$ cat config.mk
export PLATFORM = sky130hd
export DESIGN_NAME = ash_host
export DESIGN_NICKNAME = d
export VERILOG_FILES = /design/src/ash_pkg.sv /design/src/ash_host.sv
export VERILOG_INCLUDE_DIRS = /design/src
export SDC_FILE = /design/constraint.sdc
export NUM_CORES = 1
export LEC_CHECK = 0
export ABC_AREA = 0
export BUFFER_PORTS_ARGS = -buffer_cell sky130_fd_sc_hd__clkbuf_2
export CAP_MARGIN = 25
export CORE_MARGIN = 4
export CORE_UTILIZATION = 45
export CTS_BUF_LIST = sky130_fd_sc_hd__clkbuf_16
export DETAILED_ROUTE_END_ITERATION = 10
export PLACE_DENSITY = 0.61
export SLEW_MARGIN = 20
export SYNTH_ARGS = -nofsm -noshare
export SYNTH_HDL_FRONTEND = slang
export SYNTH_SLANG_ARGS = --single-unit
$ cat constraint.sdc
create_clock -name clk_sys -period 5.3 [get_ports clk_sys]
set_input_delay 1.06 -clock clk_sys [delete_from_list [all_inputs] [get_ports clk_sys]]
set_output_delay 1.06 -clock clk_sys [all_outputs]
set_load 0.02 [all_outputs]
$ cat src/ash_regs.svh
// ash_regs.svh: register offsets, field positions, reset values and link lengths
// assumes: included by the serial converter host controller and its package users
`ifndef ASH_REGS_SVH
`define ASH_REGS_SVH

// register byte offsets on the apb slave
`define ASH_CTRL_OFS      8'h00
`define ASH_PERIOD_OFS    8'h04
`define ASH_STATUS_OFS    8'h08
`define ASH_DATA_OFS      8'h0C

// control register fields
`define ASH_CTRL_RUN      0
`define ASH_CTRL_PD       1
`define ASH_CTRL_START    2
`define ASH_CTRL_SHORT    3
`define ASH_CTRL_DIV_LSB  8
`define ASH_CTRL_DIV_MSB  15

// status register fields
`define ASH_STAT_BUSY     0
`define ASH_STAT_VALID    1
`define ASH_STAT_OVR      2
`define ASH_STAT_ASLEEP   3

// reset values
`define ASH_DIV_RST       8'h05
`define ASH_PERIOD_RST    16'h0020

// serial clocks per frame
`define ASH_FULL_BITS     5'h10
`define ASH_PD_BITS       5'h08

`endif

$ cat src/ash_pkg.sv
// ash_pkg.sv: types shared by the serial converter host controller
// assumes: ash_regs.svh holds every number; this package holds only types
package ash_pkg;

   // frame sequencer states
   typedef enum logic [1:0]
   {
      ASH_IDLE,
      ASH_SYNC,
      ASH_XFER
   } ash_state_e;

   // apb address and data
   typedef logic [7:0]  ash_addr_t;
   typedef logic [31:0] ash_word_t;

endpackage

$ cat src/ash_host.sv
// ash_host.sv: host controller framing and clocking a 14-bit serial converter
// assumes: apb master on clk_sys; converter data pin is asynchronous and is
// synchronised here; the serial clock is divided down from clk_sys and driven out
`timescale 1ns/1ps
`default_nettype none
`include "ash_regs.svh"

// Overview of operation
// - frame pulse output wires straight to the converter chip select.
// - frame pulse is active low for the transfer.
// - a normal read clocks a 16-bit word.
// - power-down uses an 8-bit clock burst before frame release.
// - host makes the serial clock and drives it out.
// - frames start at equal intervals.
// - trigger interval is a whole number of serial clock periods.
// - a periodic timer or a start write starts each transfer; the timer sets the sample rate.
// - receive framing comes from the same frame pulse as transmit.
// - frame start waits for clock high, low, then high again.
// - optional fixed-width frame pulse lasts one serial clock period.
// - received word is stored right-justified.
// - after power-down a dummy read is needed; next read is valid.
module ash_host
   import ash_pkg::*;
(
   // system
   input  wire logic             clk_sys,
   input  wire logic             rst,
   // apb slave
   input  wire logic             psel,
   input  wire logic             penable,
   input  wire logic             pwrite,
   input  wire ash_pkg::ash_addr_t paddr,
   input  wire ash_pkg::ash_word_t pwdata,
   output var  ash_pkg::ash_word_t prdata,
   output logic                  pready,
   output logic                  pslverr,
   // converter link
   output logic                  bit_clock,
   output logic                  transmit_frame_pulse_n,
   input  wire logic             serial_result_out
);
   import ash_pkg::*;

   // whole module state
   typedef struct packed
   {
      logic        run;
      logic        pd;
      logic        short_fs;
      logic [7:0]  div;
      logic [15:0] period;
      logic [7:0]  div_cnt;
      logic        sclk;
      logic [15:0] tmr;
      logic        pending;
      ash_state_e  st;
      logic [1:0]  seq;
      logic [4:0]  bits;
      logic [4:0]  len;
      logic [4:0]  caps;
      logic [1:0]  cap_d;
      logic        fs_n;
      logic [15:0] shreg;
      logic [15:0] data;
      logic        valid;
      logic        ovr;
      logic        asleep;
      logic        s1;
      logic        s2;
      ash_word_t   rdata;
   } ash_state_s;

   ash_state_s q;
   ash_state_s next_q;

   // decode helper shared by access decode and error answer
   function automatic logic reg_hit(input ash_addr_t a);
      reg_hit = (a == `ASH_CTRL_OFS) || (a == `ASH_PERIOD_OFS) ||
                (a == `ASH_STATUS_OFS) || (a == `ASH_DATA_OFS);
   endfunction

   logic [7:0]  half;
   logic        tick;
   logic        rise_ev;
   logic        fall_ev;
   logic [15:0] per_m1;
   logic        fire;
   logic        wr_acc;
   logic        rd_acc;
   logic        start_wr;
   logic        req;
   logic [15:0] new_word;
   logic        last_bit;
   logic        fall_in;
   logic        cap_done;

   // edge events of the divided serial clock
   always_comb
   begin
      half    = (q.div == 8'h00) ? 8'h01 : q.div;
      tick    = (q.div_cnt >= half - 8'h01);
      rise_ev = tick && !q.sclk;
      fall_ev = tick && q.sclk;
      per_m1  = (q.period == 16'h0000) ? 16'h0000 : q.period - 16'h0001;
      fire    = rise_ev && q.run && (q.tmr >= per_m1);
   end

   // apb access decode; zero wait states keep the master simple
   always_comb
   begin
      wr_acc   = psel && penable && pwrite && reg_hit(paddr);
      rd_acc   = psel && penable && !pwrite && reg_hit(paddr);
      start_wr = wr_acc && (paddr == `ASH_CTRL_OFS) && pwdata[`ASH_CTRL_START];
      req      = fire || start_wr;
      new_word = {q.shreg[14:0], q.s2};
      fall_in  = fall_ev && (q.st == ASH_XFER) && (q.bits < q.len);
      last_bit = fall_in && (q.bits == q.len - 5'h01);
      cap_done = q.cap_d[1] && (q.st == ASH_XFER) && (q.caps == q.len - 5'h01);
   end

   // next state
   always_comb
   begin
      next_q = q;
      // pin synchroniser, first stage read only by the second
      next_q.s1 = serial_result_out;
      next_q.s2 = q.s1;
      // falls in the frame, delayed to line up with the synchronised pin
      next_q.cap_d = {q.cap_d[0], fall_in};
      if (tick)
      begin
         next_q.div_cnt = 8'h00;
         next_q.sclk    = !q.sclk;
      end
      else
      begin
         next_q.div_cnt = q.div_cnt + 8'h01;
      end
      // equal spacing from one fixed period
      // periodic timer in whole serial periods
      // counting rises keeps triggers on a fixed edge
      if (rise_ev)
      begin
         if (!q.run || fire)
         begin
            next_q.tmr = 16'h0000;
         end
         else
         begin
            next_q.tmr = q.tmr + 16'h0001;
         end
      end
      // request queue; a trigger while busy is lost and flagged
      if (req)
      begin
         if (q.pending || (q.st != ASH_IDLE))
         begin
            next_q.ovr = 1'b1;
         end
         else
         begin
            next_q.pending = 1'b1;
         end
      end
      case (q.st)
         ASH_IDLE:
         begin
            if (q.pending)
            begin
               next_q.st  = ASH_SYNC;
               next_q.seq = 2'h0;
               next_q.len = q.pd ? `ASH_PD_BITS : `ASH_FULL_BITS;
            end
         end
         ASH_SYNC:
         begin
            // see high, low, high before framing
            if (rise_ev && (q.seq == 2'h0))
            begin
               next_q.seq = 2'h1;
            end
            else if (fall_ev && (q.seq == 2'h1))
            begin
               next_q.seq = 2'h2;
            end
            else if (rise_ev && (q.seq == 2'h2))
            begin
               next_q.fs_n    = 1'b0;
               next_q.bits    = 5'h00;
               next_q.caps    = 5'h00;
               next_q.pending = 1'b0;
               next_q.st      = ASH_XFER;
            end
         end
         ASH_XFER:
         begin
            // fixed-width pulse ends after one serial period
            if (q.short_fs && rise_ev)
            begin
               next_q.fs_n = 1'b1;
            end
            // capture window opened by the same frame pulse
            if (fall_in)
            begin
               next_q.bits = q.bits + 5'h01;
            end
            // frame released on the same clock edge as the last falling edge
            if (last_bit)
            begin
               next_q.fs_n = 1'b1;
            end
            // sample two clocks after each fall to cover the pin synchroniser;
            // without it a short half period reads the first bit stale
            if (q.cap_d[1])
            begin
               next_q.shreg = new_word;
               next_q.caps  = q.caps + 5'h01;
            end
            if (cap_done)
            begin
               next_q.st   = ASH_IDLE;
               if (q.len == `ASH_PD_BITS)
               begin
                  // short burst leaves the converter asleep
                  next_q.asleep = 1'b1;
               end
               else
               begin
                  // a full read wakes the converter and stores data; after sleep it is not marked valid
                  next_q.asleep = 1'b0;
                  next_q.data = new_word;
               end
            end
         end
         default:
         begin
            next_q.st = ASH_IDLE;
         end
      endcase
      // register reads; clearing valid yields to a new capture
      if (rd_acc && (paddr == `ASH_DATA_OFS))
      begin
         next_q.valid = 1'b0;
      end
      if (cap_done && (q.len == `ASH_FULL_BITS) && !q.asleep)
      begin
         next_q.valid = 1'b1;
      end
      // register writes
      if (wr_acc)
      begin
         case (paddr)
            `ASH_CTRL_OFS:
            begin
               next_q.run      = pwdata[`ASH_CTRL_RUN];
               next_q.pd       = pwdata[`ASH_CTRL_PD];
               next_q.short_fs = pwdata[`ASH_CTRL_SHORT];
               next_q.div      = pwdata[`ASH_CTRL_DIV_MSB:`ASH_CTRL_DIV_LSB];
            end
            `ASH_PERIOD_OFS:
            begin
               next_q.period = pwdata[15:0];
            end
            `ASH_STATUS_OFS:
            begin
               // write one clears overrun unless a new one lands now
               if (pwdata[`ASH_STAT_OVR] && !(req && (q.pending || (q.st != ASH_IDLE))))
               begin
                  next_q.ovr = 1'b0;
               end
            end
            default:
            begin
               next_q.ovr = next_q.ovr;
            end
         endcase
      end
      // read data latched in the setup cycle
      next_q.rdata = 32'h00000000;
      if (psel && !penable && !pwrite)
      begin
         case (paddr)
            `ASH_CTRL_OFS:
            begin
               next_q.rdata[`ASH_CTRL_RUN]                   = q.run;
               next_q.rdata[`ASH_CTRL_PD]                    = q.pd;
               next_q.rdata[`ASH_CTRL_SHORT]                 = q.short_fs;
               next_q.rdata[`ASH_CTRL_DIV_MSB:`ASH_CTRL_DIV_LSB] = q.div;
            end
            `ASH_PERIOD_OFS:
            begin
               next_q.rdata[15:0] = q.period;
            end
            `ASH_STATUS_OFS:
            begin
               next_q.rdata[`ASH_STAT_BUSY]   = (q.st != ASH_IDLE) || q.pending;
               next_q.rdata[`ASH_STAT_VALID]  = q.valid;
               next_q.rdata[`ASH_STAT_OVR]    = q.ovr;
               next_q.rdata[`ASH_STAT_ASLEEP] = q.asleep;
            end
            `ASH_DATA_OFS:
            begin
               next_q.rdata[15:0] = q.data;
            end
            default:
            begin
               next_q.rdata = 32'h00000000;
            end
         endcase
      end
   end

   // state register; constants only under reset
   always_ff @(posedge clk_sys or posedge rst)
   begin
      if (rst)
      begin
         q          <= '0;
         q.div      <= `ASH_DIV_RST;
         q.period   <= `ASH_PERIOD_RST;
         q.st       <= ASH_IDLE;
         q.fs_n     <= 1'b1;
         q.len      <= `ASH_FULL_BITS;
      end
      else
      begin
         q <= next_q;
      end
   end

   // outputs
   assign prdata    = q.rdata;
   assign pready    = psel && penable;
   assign pslverr   = psel && penable && !reg_hit(paddr);
   assign bit_clock = q.sclk;
   // frame pulse goes straight to chip select
   assign transmit_frame_pulse_n = q.fs_n;
endmodule // ash_host

`default_nettype wire

# Word-level counts from Yosys, hierarchy flattened
# Cells that the tools add are included.
[totals]
regBits = 143
inputBits = 46
out_inout_bits = 36
word_cells = 160
[classes]
add_sub_neg = 7
n_lt_le_gt_ge = 3
n_eq_ne = 20
muxes = 44
n_bitwise = 1
reduce_logical = 61
[op_table]
columns = ["op", "count"]
rows = [
  ["$mux 16", 3],
  ["$mux 5", 6],
  ["$logic_and 1x1->1", 28],
  ["$pmux 8 s3", 1],
  ["$pmux 5 s2", 2],
  ["$reduce_and 5->1", 4],
  ["$add 16x1->16 const B", 1],
  ["$eq 8x4->1 const B", 2],
  ["$ge 16x16->1", 1],
  ["$logic_not 16->1", 1],
  ["$logic_not 8->1", 2],
  ["$mux 1", 16],
  ["$mux 8", 2],
  ["$sub 16x1->16 const B", 1],
  ["$ne 2x2->1 const B", 7],
  ["$add 5x1->5 const B", 2],
  ["$eq 5x5->1", 2],
  ["$reduce_and 2->1", 5],
  ["$mux 3", 3],
  ["$add 8x1->8 const B", 1],
  ["$eq 8x3->1 const B", 1],
  ["$ge 8x8->1", 1],
  ["$pmux 2 s4", 1],
  ["$pmux 4 s2", 1],
  ["other kinds (22)", 42],
]

# Depth between registers and ports, before layout
# Gate-level depths: netlist of the first run.
[depth]
word_depth = 14
mapped_depth = 16
ltp_nobuf = 15

# Least setup slack after synthesis of the first run
# OpenSTA, ideal clock, no wires.
[synth_path]
kind = "reg-to-reg"
from = "reg q[119] (netlist name)"
to = "reg q[100] (netlist name)"
setup_time_ns = 0.072
arrival_ns = 3.414
required_ns = 5.228
path_slack_ns = 1.813
path_stages_with_launch = 15
path_buffers = 3
period_less_slack_ns = 3.487
path_cell_list = "dfrtp_1 > or4_1 > nor3_1 > nand4b_1 > clkbuf_1 > nand2_1 > ha_1 > o21a_1 > o21a_1 > o2111ai_1 > nor4bb_1 > clkbuf_1 > nor2_1 > clkbuf_1 > nor2_1"
[synth_via]
elab_chain_cells = 6
word_cells_on_any_way = 7
cone_classes = "1 x add/sub; 1 x order compare; 2 x mux; 3 x reduce/logical"
[synth_lines]
columns = ["element", "line", "text"]
rows = [
  ["start, declared", "ash_host.sv:73", "ash_state_s q;"],
  ["start signal, assigned", "ash_host.sv:327", "q <= next_q;"],
  ["$sub 16x1->16 or $logic_not 16->1 (tied branches)", "ash_host.sv:104", "per_m1 = (q.period == 16'h0000) ? 16'h0000 : q.period - 16'h0001;"],
  ["$mux 16 (*)", "ash_host.sv:104", ""],
  ["$ge 16x16->1 (*)", "ash_host.sv:105", "fire = rise_ev && q.run && (q.tmr >= per_m1);"],
  ["$logic_and 1x1->1 (*)", "ash_host.sv:105", ""],
  ["$logic_or 1x1->1 (*)", "ash_host.sv:144", "if (!q.run || fire)"],
  ["$mux 16 (*)", "ash_host.sv:144", ""],
]
# Mark *: on every way between the ends. The rest lies on a longest branch, timed or not.
# A chain may end at the register's enable or synchronous reset.

# Worst setup path in the final report of the first run
[layout_path]
from = "reg q[119] (netlist name)"
to = "reg q[99] (netlist name)"
# Same word-level chain as after synthesis.

==> results.cfg, run 1 <==
[final_layout]
fin_nets = 782
drive_above_1_share_pct = 20.7
final_cell_mix = dfrtp_1 (119), nor2_1 (71), nand2_1 (58)
syn2layout_area_growth_pct = 10.6
nFillCells = 1349
diodes = 0
mostFrequentLayoutCell = dfrtp_1
final_util_pct = 51.5

[sta]
setup_violations = 0
tightestPinTransition_ns = 0.948
fmaxAchievable_mhz = 239
slew_headroom_pct = 36.8
finalClockSkew_ns = 0.00736
whs_ns = 0.350
timing_hold_violations_final = 0
rsz0062_at_grt = no
layout_setup_ws_ns = 1.11
drv_slew = 0
period_needed_ns = 4.19
setup_tns_ns = 0
finalCritPeriodShare_pct = 79.0

[clocking]
post-cts-setup-buffers = 0
cts_buffers = 17
cts_root_buf = clkbuf_16
cts.sinks = 124
cts_buffer_depth = 2
cts_max_level = 4
cts.clk_slew.worst_paths_ns = 0.05
cts_hold_buffers = 0
clock_latency_ns = 0.41
cts_resized = 0
cts_tree = yes

[global_routing]
grt_remaining_overflow = 0
grt_pass1_vias = 4801
antenna_found_initial = 0
grt_max_degree = 50
grt_pass1_wl_um = 24200
grt.total_usage_pct = 17.4

[place]
io_buffers = 49
hpwl_um = 11100
place_ws_ns = 1.10
place.gp.congestion = 0.851

[floorplan]
fp.dieW_um = 131
row_count = 44
core_um2 = 14800
io_pins = 82
die-area_um2 = 17300
die_h_um = 131
start_util_pct = 46.5

[setup_path]
end_kind = flip-flop
critPathSlowestCell = or4_1
path_class = reg2reg
slowest_delay_ns = 0.60
required_ns = 5.56
start_kind = flip-flop
critPathMaxFanout = 16
crit_top_cell = nor2_1
path_cells = or4_1 -> nor3_1 -> nand4b_1 -> and2_1 -> ha_1 -> nor3b_1 -> o211ai_1 -> o2111ai_1 -> nor4bb_1 -> buf_4 -> nor2_1 -> nor2_1
arrival_ns = 4.45

[power]
ir_worst_vdd_uv = 259
p_leak_uw = 0.00369
power_uw = 2530
power_density_nw_per_um2 = 333

[logic_synthesis]
synth_area_per_cell_um2 = 10.4
synth_area_leaders = dfrtp_1 (43%), mux2_2 (7.7%), ha_1 (6.9%)
synth.distinct_cells = 59
syn_inst = 662
synth_largest_area_cell = dfrtp_1
ys_warn_count = 0
synth_area_um2 = 6860
async_flop_share_pct = 100
synthFlopType = dfrtp_1
synth_edf_count = 0
synth_top_area_share_pct = 43.4
yosysSeqAreaShare_pct = 45.3
synth_seq_cells = 124

[worst_hold_path]
hp-class = reg2reg

[drt]
route.met2.wl_um = 7030
drtPass1Iterations = 5
via_per_inst = 5.43
first_iter_violations = 269
wl_um = 14800
drc = 0
wl_per_cell_um = 16.6
maxUsedRoutingLayer = met4
wl_met3_um = 619
vias = 4856
drt-met1-wl_um = 7000
antenna_left = 0

[run]
maxCapViolCount = 0

[outcome]
status = finished clean
power breakdown:
part           switching (µW)  internal [µW]  total [µW]  leakage [µW]
clock network             399            574         973      0.000243
registers                67.0           1000        1070       0.00168
logic                     305            182         487       0.00177
critical path, delay by kind of cell (launching register included):
family,cells,cell delay (ns)
compound gates,2,0.34
fa+ha+maj,1,0.27
simple gates,8,2.77
flops,1,0.46
buf+inv,1,0.18
cell usage after synthesis (10+ instances only):
master,number
nand2_1,58
inv_1,26
mux2i_1,15
a21oi_1,18
nand3_1,21
o21ai_0,22
ha_1,38
xnor2_1,19
mux2_4,10
dfrtp_1,119
nor2_1,71
a31oi_1,12
nor3_1,11
clkbuf_1,12
xor2_1,23
nand4_1,10
buf_4,33
mux2_2,47
state kept, by name, indices dropped and copies added (netlist names):
name and cells:
bit_clock 1, q 88, new_word 16, next_q 2
prdata 16, transmit_frame_pulse_n 1
metrics by stage:
stage | area, µm² | instances
6_report | 7590 | 894
5_1_grt | 7590 | 894
4_1_cts | 7590 | 894
3_5_place_dp | 7100 | 863
3_3_place_gp | 7100 | 863
2_1_floorplan | 6920 | 677
final timing paths:
check	from	end	slack, ns	depth (start not counted)
setup / recovery	q[119]	q[99]	1.11	12
hold / removal	next_q[32]	new_word[0]	0.35	0
setup reg to reg	q[119]	q[99]	1.11	12
hold reg to reg	next_q[32]	new_word[0]	0.35	0
max in group asynchronous	rst	q[51]	3.71	3
min in group asynchronous	rst	q[39]	0.63	2
kinds of logic (layout without fill, tap and decap cells):
logic type                 count (synthesis)  in the layout  synth area share [%]
AOI/OAI and AO/OA                         82             82                  7.42
adders and majority gates                 38             38                  6.93
and+or+nand+nor                          224            224                  15.9
other                                      1             16                0.0546
muxes                                     74             74                  12.7
buffers and inverters                     77            110                  6.29
DFF                                      124            124                  45.3
xor gates and xnor gates                  42             42                  5.36
area by class of cell:
cell class                      instances  area [µm²]  area share [%]
Multi-Input combinational cell        476        3390            44.6
Sequential cell                       124        3110            40.9
Clock buffer                           17         425            5.60
Timing Repair Buffer                   53         275            3.62
Tap cell                              184         230            3.03
Inverter                               26         100            1.32
Clock inverter                         14        66.3           0.873
per-layer routing:
metal | vias up | GRT usage (%)
li1 | 2358 | -
met1 | 2363 | 23.2
met4 | 0 | 4.73
met5 | - | 0
met3 | 15 | 4.20
met2 | 120 | 28.5
Power figures use the tool's default switching activity.
==> inputs of run 2 (changes only) <==
--- a/config.mk
+++ b/config.mk
@@ -6,14 +6,14 @@
 export SDC_FILE = /design/constraint.sdc
 export NUM_CORES = 1
 export LEC_CHECK = 0
-export ABC_AREA = 0
+export ABC_AREA = 1
 export BUFFER_PORTS_ARGS = -buffer_cell sky130_fd_sc_hd__clkbuf_2
 export CAP_MARGIN = 25
 export CORE_MARGIN = 4
 export CORE_UTILIZATION = 45
 export CTS_BUF_LIST = sky130_fd_sc_hd__clkbuf_16
 export DETAILED_ROUTE_END_ITERATION = 10
-export PLACE_DENSITY = 0.61
+export PLACE_DENSITY = 0.64
 export SLEW_MARGIN = 20
 export SYNTH_ARGS = -nofsm -noshare
 export SYNTH_HDL_FRONTEND = slang
==> constraint.sdc (replaced) <==
create_clock -name clk_sys -period 3.4 [get_ports clk_sys]
set_input_delay 0.68 -clock clk_sys [delete_from_list [all_inputs] [get_ports clk_sys]]
set_output_delay 0.68 -clock clk_sys [all_outputs]
set_load 0.02 [all_outputs]
==> run 2 against run 1 <==
Compared with the run above:
- sequential power increased by 64%
- die area increased by 4.3%
- worst hold slack got worse by 0.036 ns
- clock skew increased by 0.0012 ns
- via count increased by 18%
- highest routed layer unchanged
==> results.cfg, run 2 <==
[outcome]
status = finished clean

[logic_synthesis]
yosysMostFrequentCell = nand2_1
yosysSeqAreaShare_pct = 43.3
synth_largest_area_cell = dfrtp_1
ys_warn_count = 0
async_flop_share_pct = 100
synth.distinct_cells = 45
synth_top_area_share_pct = 41.5
synth_area_um2 = 7170
synth_area_per_cell_um2 = 7.95
synthFlopType = dfrtp_1
synth_seq_cells = 124
synth_area_leaders = dfrtp_1 (42%), nand2_1 (11%), inv_1 (6.7%)
synth_edf_count = 0
syn_inst = 902
ys_top_cells_by_count = nand2_1 (215), inv_1 (128), dfrtp_1 (119)

[setup_path]
arrival_ns = 3.42
path_class = reg2reg
critPathMaxFanout = 6
end_kind = flip-flop
required_ns = 3.70
start_kind = flip-flop

[global_routing]
antenna_found_initial = 0
grt.total_usage_pct = 19.0
grt_remaining_overflow = 0
grt_max_degree = 63
grt_pass1_vias = 5482
grt_pass1_wl_um = 27200

[floorplan]
die-area_um2 = 18000
io_pins = 82
start_util_pct = 46.5
core_um2 = 15400
row_count = 45
die_h_um = 134
fp.dieW_um = 134

[clocking]
cts_root_buf = clkbuf_16
cts_buffer_depth = 2
cts_hold_buffers = 0
cts.clk_slew.worst_paths_ns = 0.06
cts_tree = yes
cts_max_level = 4
clock_latency_ns = 0.42
cts_buffers = 17
cts.sinks = 124

[final_layout]
largest_register_ffs = 88
nFillCells = 1487
diodes = 0
syn2layout_area_growth_pct = 14.8
mostFrequentLayoutCell = nand2_1
top_register = q
drive_above_1_share_pct = 16.4
final_cell_mix = nand2_1 (213), inv_1 (125), dfrtp_1 (117)
multi_input_area_um2 = 3340
seq_area_um2 = 3110
fin_nets = 1039

[sta]
finalCritPeriodShare_pct = 91.8
whs_ns = 0.314
drv_slew = 0
fmaxAchievable_mhz = 320
setup_violations = 0
tightestPinTransition_ns = 0.580
finalClockSkew_ns = 0.00859
period_needed_ns = 3.12
slew_headroom_pct = 61.2
timing_hold_violations_final = 0

[power]
power_uw = 4520
ir_worst_vdd_uv = 510
switching_share_pct = 31.3
clkPwrFrac_pct = 41.6
internal_power_uw = 3100
p_sw_uw = 1420
combPwrFrac_pct = 19.7
seqPwrFrac_pct = 38.7
p_leak_uw = 0.00420
power_density_nw_per_um2 = 548

[drt]
antenna_left = 0
via_per_inst = 4.86
drc = 0
wl_um = 16200
drtPass1Iterations = 5
vias = 5727
wl_per_cell_um = 13.7
first_iter_violations = 345

[place]
hpwl_um = 12200
io_buffers = 49
place.gp.congestion = 0.832

[worst_hold_path]
hp-class = in2async

[run]
maxCapViolCount = 0
[run 2: cell types whose count changed in the layout (fill, tap and decap cells not counted), sizes merged, moves of 15 or more]
cell   previous run  this run
a21oi            18        33
mux2i            15         0
inv              29       136
xnor2            19         4
nand3            21        50
mux2             57         8
nand2            59       220
o21ai            23        71
[run 2: power by group through the flow]
stage	Combinational (µW)	Sequential (µW)	Clock (µW)
CTS	859	1750	1910
floorplan	625	1750	0
global route	1030	1770	1990
finish	890	1750	1880
detailed placement	853	1770	0
global placement	839	1770	0
[run 2: cell type report]
class | count | area share, %
Multi-Input combinational cell | 612 | 40.5
Sequential cell | 124 | 37.8
Inverter | 134 | 6.22
Clock buffer | 17 | 5.17
Timing Repair Buffer | 66 | 4.83
Tap cell | 211 | 3.21
Clock inverter | 15 | 2.25
[run 2: logic make-up after synthesis]
family / share of synthesized area [%]
AOI/OAI and AO/OA: 9.30
muxes: 1.26
adders and majority gates: 6.63
buffers and inverters: 11.5
other: 0.0523
and+or+nand+nor: 24.5
DFF: 43.3
xor gates and xnor gates: 3.42
[run 2: final timing paths]
| check | startpoint | end | slack (ns) | cells after the start |
|---|---|---|---|---|
| worst min register to register | next_q[71] | q[71] | 0.34 | 0 |
| max in group asynchronous | rst | q[133] | 2.37 | 3 |
| worst min-delay path | rst | q[116] | 0.31 | 2 |
| worst max-delay path | q[135] | q[99] | 0.28 | 21 |
| worst max register to register | q[135] | q[99] | 0.28 | 21 |
| min in group clk_sys | next_q[71] | q[71] | 0.34 | 0 |
[run 2: per-stage QoR]
stage               cell area [µm²]  util (%)  worst slack, ns  TNS (ns)  std cells
finish                         8230      53.4            0.278         0       1179
global route                   8230      53.4          -0.0141   -0.0362       1179
CTS                            8150      52.8            0.144         0       1174
detailed placement             7540      48.8            0.187         0       1142
global placement               7540      48.8            0.260         0       1142
floorplan                      7230         -            0.561         0        917
[run 2: routing by layer]
layer  wire (µm)  GRT usage (%)  vias to the layer above
li1            -              -                     2932
met1        7650           25.6                     2691
met2        7820           30.8                       91
met3         592           4.95                       13
met4         138           4.75                        0
met5           0              0                        -
[run 2: worst max-delay path: stages, from the launching register on]
cell and delay, ns:
dfstp_2 0.58, nor2_1 0.07, nand2_1 0.06, inv_1 0.06
a41oi_2 0.16, ha_2 0.22, inv_1 0.05, nor2_1 0.14
nand3_1 0.10, xor2_1 0.17, ha_1 0.28, nand2_1 0.06
a21oi_1 0.11, nor2_1 0.05, nand2_1 0.09, nand2_2 0.15
nor2_4 0.15, nand2_2 0.11, nand2_2 0.12, nand2_1 0.09
inv_1 0.12, nor2_1 0.06
[run 2: timing repair]
item                                   4_1_cts  5_1_grt
buffers inserted                             0        5
gates resized for setup                      0       15
setup endpoints to repair                    0       26
endpoints found under the hold margin        0        0
==> inputs of run 3 (changes only) <==
--- a/config.mk
+++ b/config.mk
@@ -9,11 +9,13 @@
 export ABC_AREA = 1
 export BUFFER_PORTS_ARGS = -buffer_cell sky130_fd_sc_hd__clkbuf_2
 export CAP_MARGIN = 25
+export CELL_PAD_IN_SITES_DETAIL_PLACEMENT = 0
+export CELL_PAD_IN_SITES_GLOBAL_PLACEMENT = 2
 export CORE_MARGIN = 4
-export CORE_UTILIZATION = 45
+export CORE_UTILIZATION = 32
 export CTS_BUF_LIST = sky130_fd_sc_hd__clkbuf_16
 export DETAILED_ROUTE_END_ITERATION = 10
-export PLACE_DENSITY = 0.64
+export PLACE_DENSITY = 0.74
 export SLEW_MARGIN = 20
 export SYNTH_ARGS = -nofsm -noshare
 export SYNTH_HDL_FRONTEND = slang
==> run 3 against run 2 <==
Compared with the run above:
- die area increased by 38%
- worst setup slack improved by 0.083 ns
- count of clock-buffer cells in the layout is the same
- register-to-register slack gained 0.08 ns
- cell count increased by 6.3%
- via count is 0.80% lower
- critical endpoint is now q[90]
- largest cell class unchanged
- largest power group unchanged
==> results.cfg, run 3 (same netlist as run 2, synthesis figures left out) <==
[outcome]
status = finished clean

[floorplan]
die-area_um2 = 24900
io_pins = 82
core_um2 = 22000
row_count = 54
start_util_pct = 32.7
die_h_um = 158
fp.dieW_um = 158

[clocking]
cts.sinks = 124
cts_buffer_depth = 2
clock_latency_ns = 0.42
cts_buffers = 17
cts_root_buf = clkbuf_16
cts_tree = yes
cts.clk_slew.worst_paths_ns = 0.06
cts_max_level = 4
cts_hold_buffers = 0

[setup_path]
crit_top_cell = nor2_1
slowest_delay_ns = 0.57
start_kind = flip-flop
critPathSlowestCell = dfstp_2
r2r-start = q[135]
required_ns = 3.70
path_class = reg2reg
critPathBufInv = 3
crit_family = simple AND/OR/NAND/NOR gates
r2r_slack_ns = 0.36
critPathMaxFanout = 10
reg2regPathDepth = 20
reg2reg_to = q[90]
path_cells = nor2_1 -> nand2_1 -> inv_1 -> a41oi_2 -> ha_1 -> inv_1 -> nor2_1 -> nand3_1 -> xor2_1 -> ha_1 -> nand2_1 -> a21oi_1 -> nor2_1 -> nand2_1 -> buf_4 -> nand3_1 -> nand2_2 -> nand3_1 -> nor2_1 -> a21oi_1
end_kind = flip-flop
arrival_ns = 3.34

[final_layout]
fin_nets = 1044
largest_register_ffs = 88
final_util_pct = 38.0
drive_above_1_share_pct = 16.9
final_cell_mix = nand2_1 (213), inv_1 (124), dfrtp_1 (118)
mostFrequentLayoutCell = nand2_1
syn2layout_area_growth_pct = 16.3
diodes = 0
nFillCells = 2305
top_register = q

[global_routing]
grt_remaining_overflow = 0
grt_pass1_vias = 5529
grt_max_degree = 45
antenna_found_initial = 0
grt.total_usage_pct = 15.4
grt_pass1_wl_um = 29800

[place]
place.gp.congestion = 0.783
io_buffers = 49
hpwl_um = 14100

[power]
p_leak_uw = 0.00423
power_density_nw_per_um2 = 544
ir_worst_vdd_uv = 262

[sta]
period_needed_ns = 3.04
finalClockSkew_ns = 0.00973
timing_hold_violations_final = 0
drv_slew = 0
tightestPinTransition_ns = 0.662
setup_tns_ns = 0
setup_violations = 0
slew_headroom_pct = 55.8
finalCritPeriodShare_pct = 89.4
fmaxAchievable_mhz = 329
rsz0062_at_grt = no

[drt]
drc = 0
vias = 5681
wl_per_cell_um = 14.6
wl_um = 18300
wl_met3_um = 368
drtPass1Iterations = 4
route.met2.wl_um = 8890
first_iter_violations = 272
antenna_left = 0
via_per_inst = 4.53
maxUsedRoutingLayer = met4
drt-met1-wl_um = 8770

[run]
maxCapViolCount = 0

[worst_hold_path]
hp-class = in2async
run 3: metal layers:
metal  vias to the layer above  global-route usage [%]
met5                         -                       0
met4                         0                    3.93
met3                        14                    3.12
met2                        48                    25.2
met1                      2669                    20.9
li1                       2950                       -
run 3: timing repair:
| item | in CTS | in global routing |
|---|---|---|
| endpoints found under the setup margin | 0 | 27 |
| resized for setup | 0 | 15 |
| setup buffers | 0 | 1 |
run 3: worst max-delay path by stage:
stage                  end  slack, ns    from  cells after the start
floorplan            q[96]       0.56  q[135]                     21
global placement     q[99]       0.24  q[135]                     21
detailed placement  q[101]       0.23  q[135]                     21
CTS                  q[99]       0.22  q[135]                     21
global route        q[102]       0.01  q[120]                     24
finish               q[90]       0.36  q[135]                     20
run 3: layout make-up:
type | count | area (µm²) | area share, %
clock inverters | 15 | 174 | 2.09
clock buffers | 17 | 425 | 5.10
inverters | 134 | 508 | 6.09
multi-input cells | 612 | 3340 | 40.0
repair buffers | 71 | 435 | 5.22
flip-flops and latches | 124 | 3110 | 37.3
well taps | 280 | 350 | 4.20
run 3: power by group:
| part | internal, µW | switching [µW] |
|---|---|---|
| Combinational | 303 | 605 |
| Sequential | 1630 | 110 |
| Clock | 1110 | 776 |
| Total | 3040 | 1490 |
run 3: stage by stage:
stage          std cells  setup WS (ns)  hold slack (ns)  total power [µW]  instance area, µm²
2_1_floorplan        917          0.561            0.331              2380                7230
3_3_place_gp        1220          0.239            0.336              2680                7690
3_5_place_dp        1220          0.230            0.339              2690                7690
4_1_cts             1252          0.218            0.350              4590                8290
5_1_grt             1253         0.0132            0.350              4830                8340
6_report            1253          0.361            0.345              4530                8340
run 3: worst register-to-register path: stages (launching register included):
cell and delay, ns:
dfstp_2 0.57, nor2_1 0.07, nand2_1 0.05, inv_1 0.05
a41oi_2 0.14, ha_1 0.19, inv_1 0.05, nor2_1 0.13
nand3_1 0.10, xor2_1 0.17, ha_1 0.28, nand2_1 0.06
a21oi_1 0.12, nor2_1 0.06, nand2_1 0.12, buf_4 0.20
nand3_1 0.13, nand2_2 0.14, nand3_1 0.13, nor2_1 0.11
a21oi_1 0.05
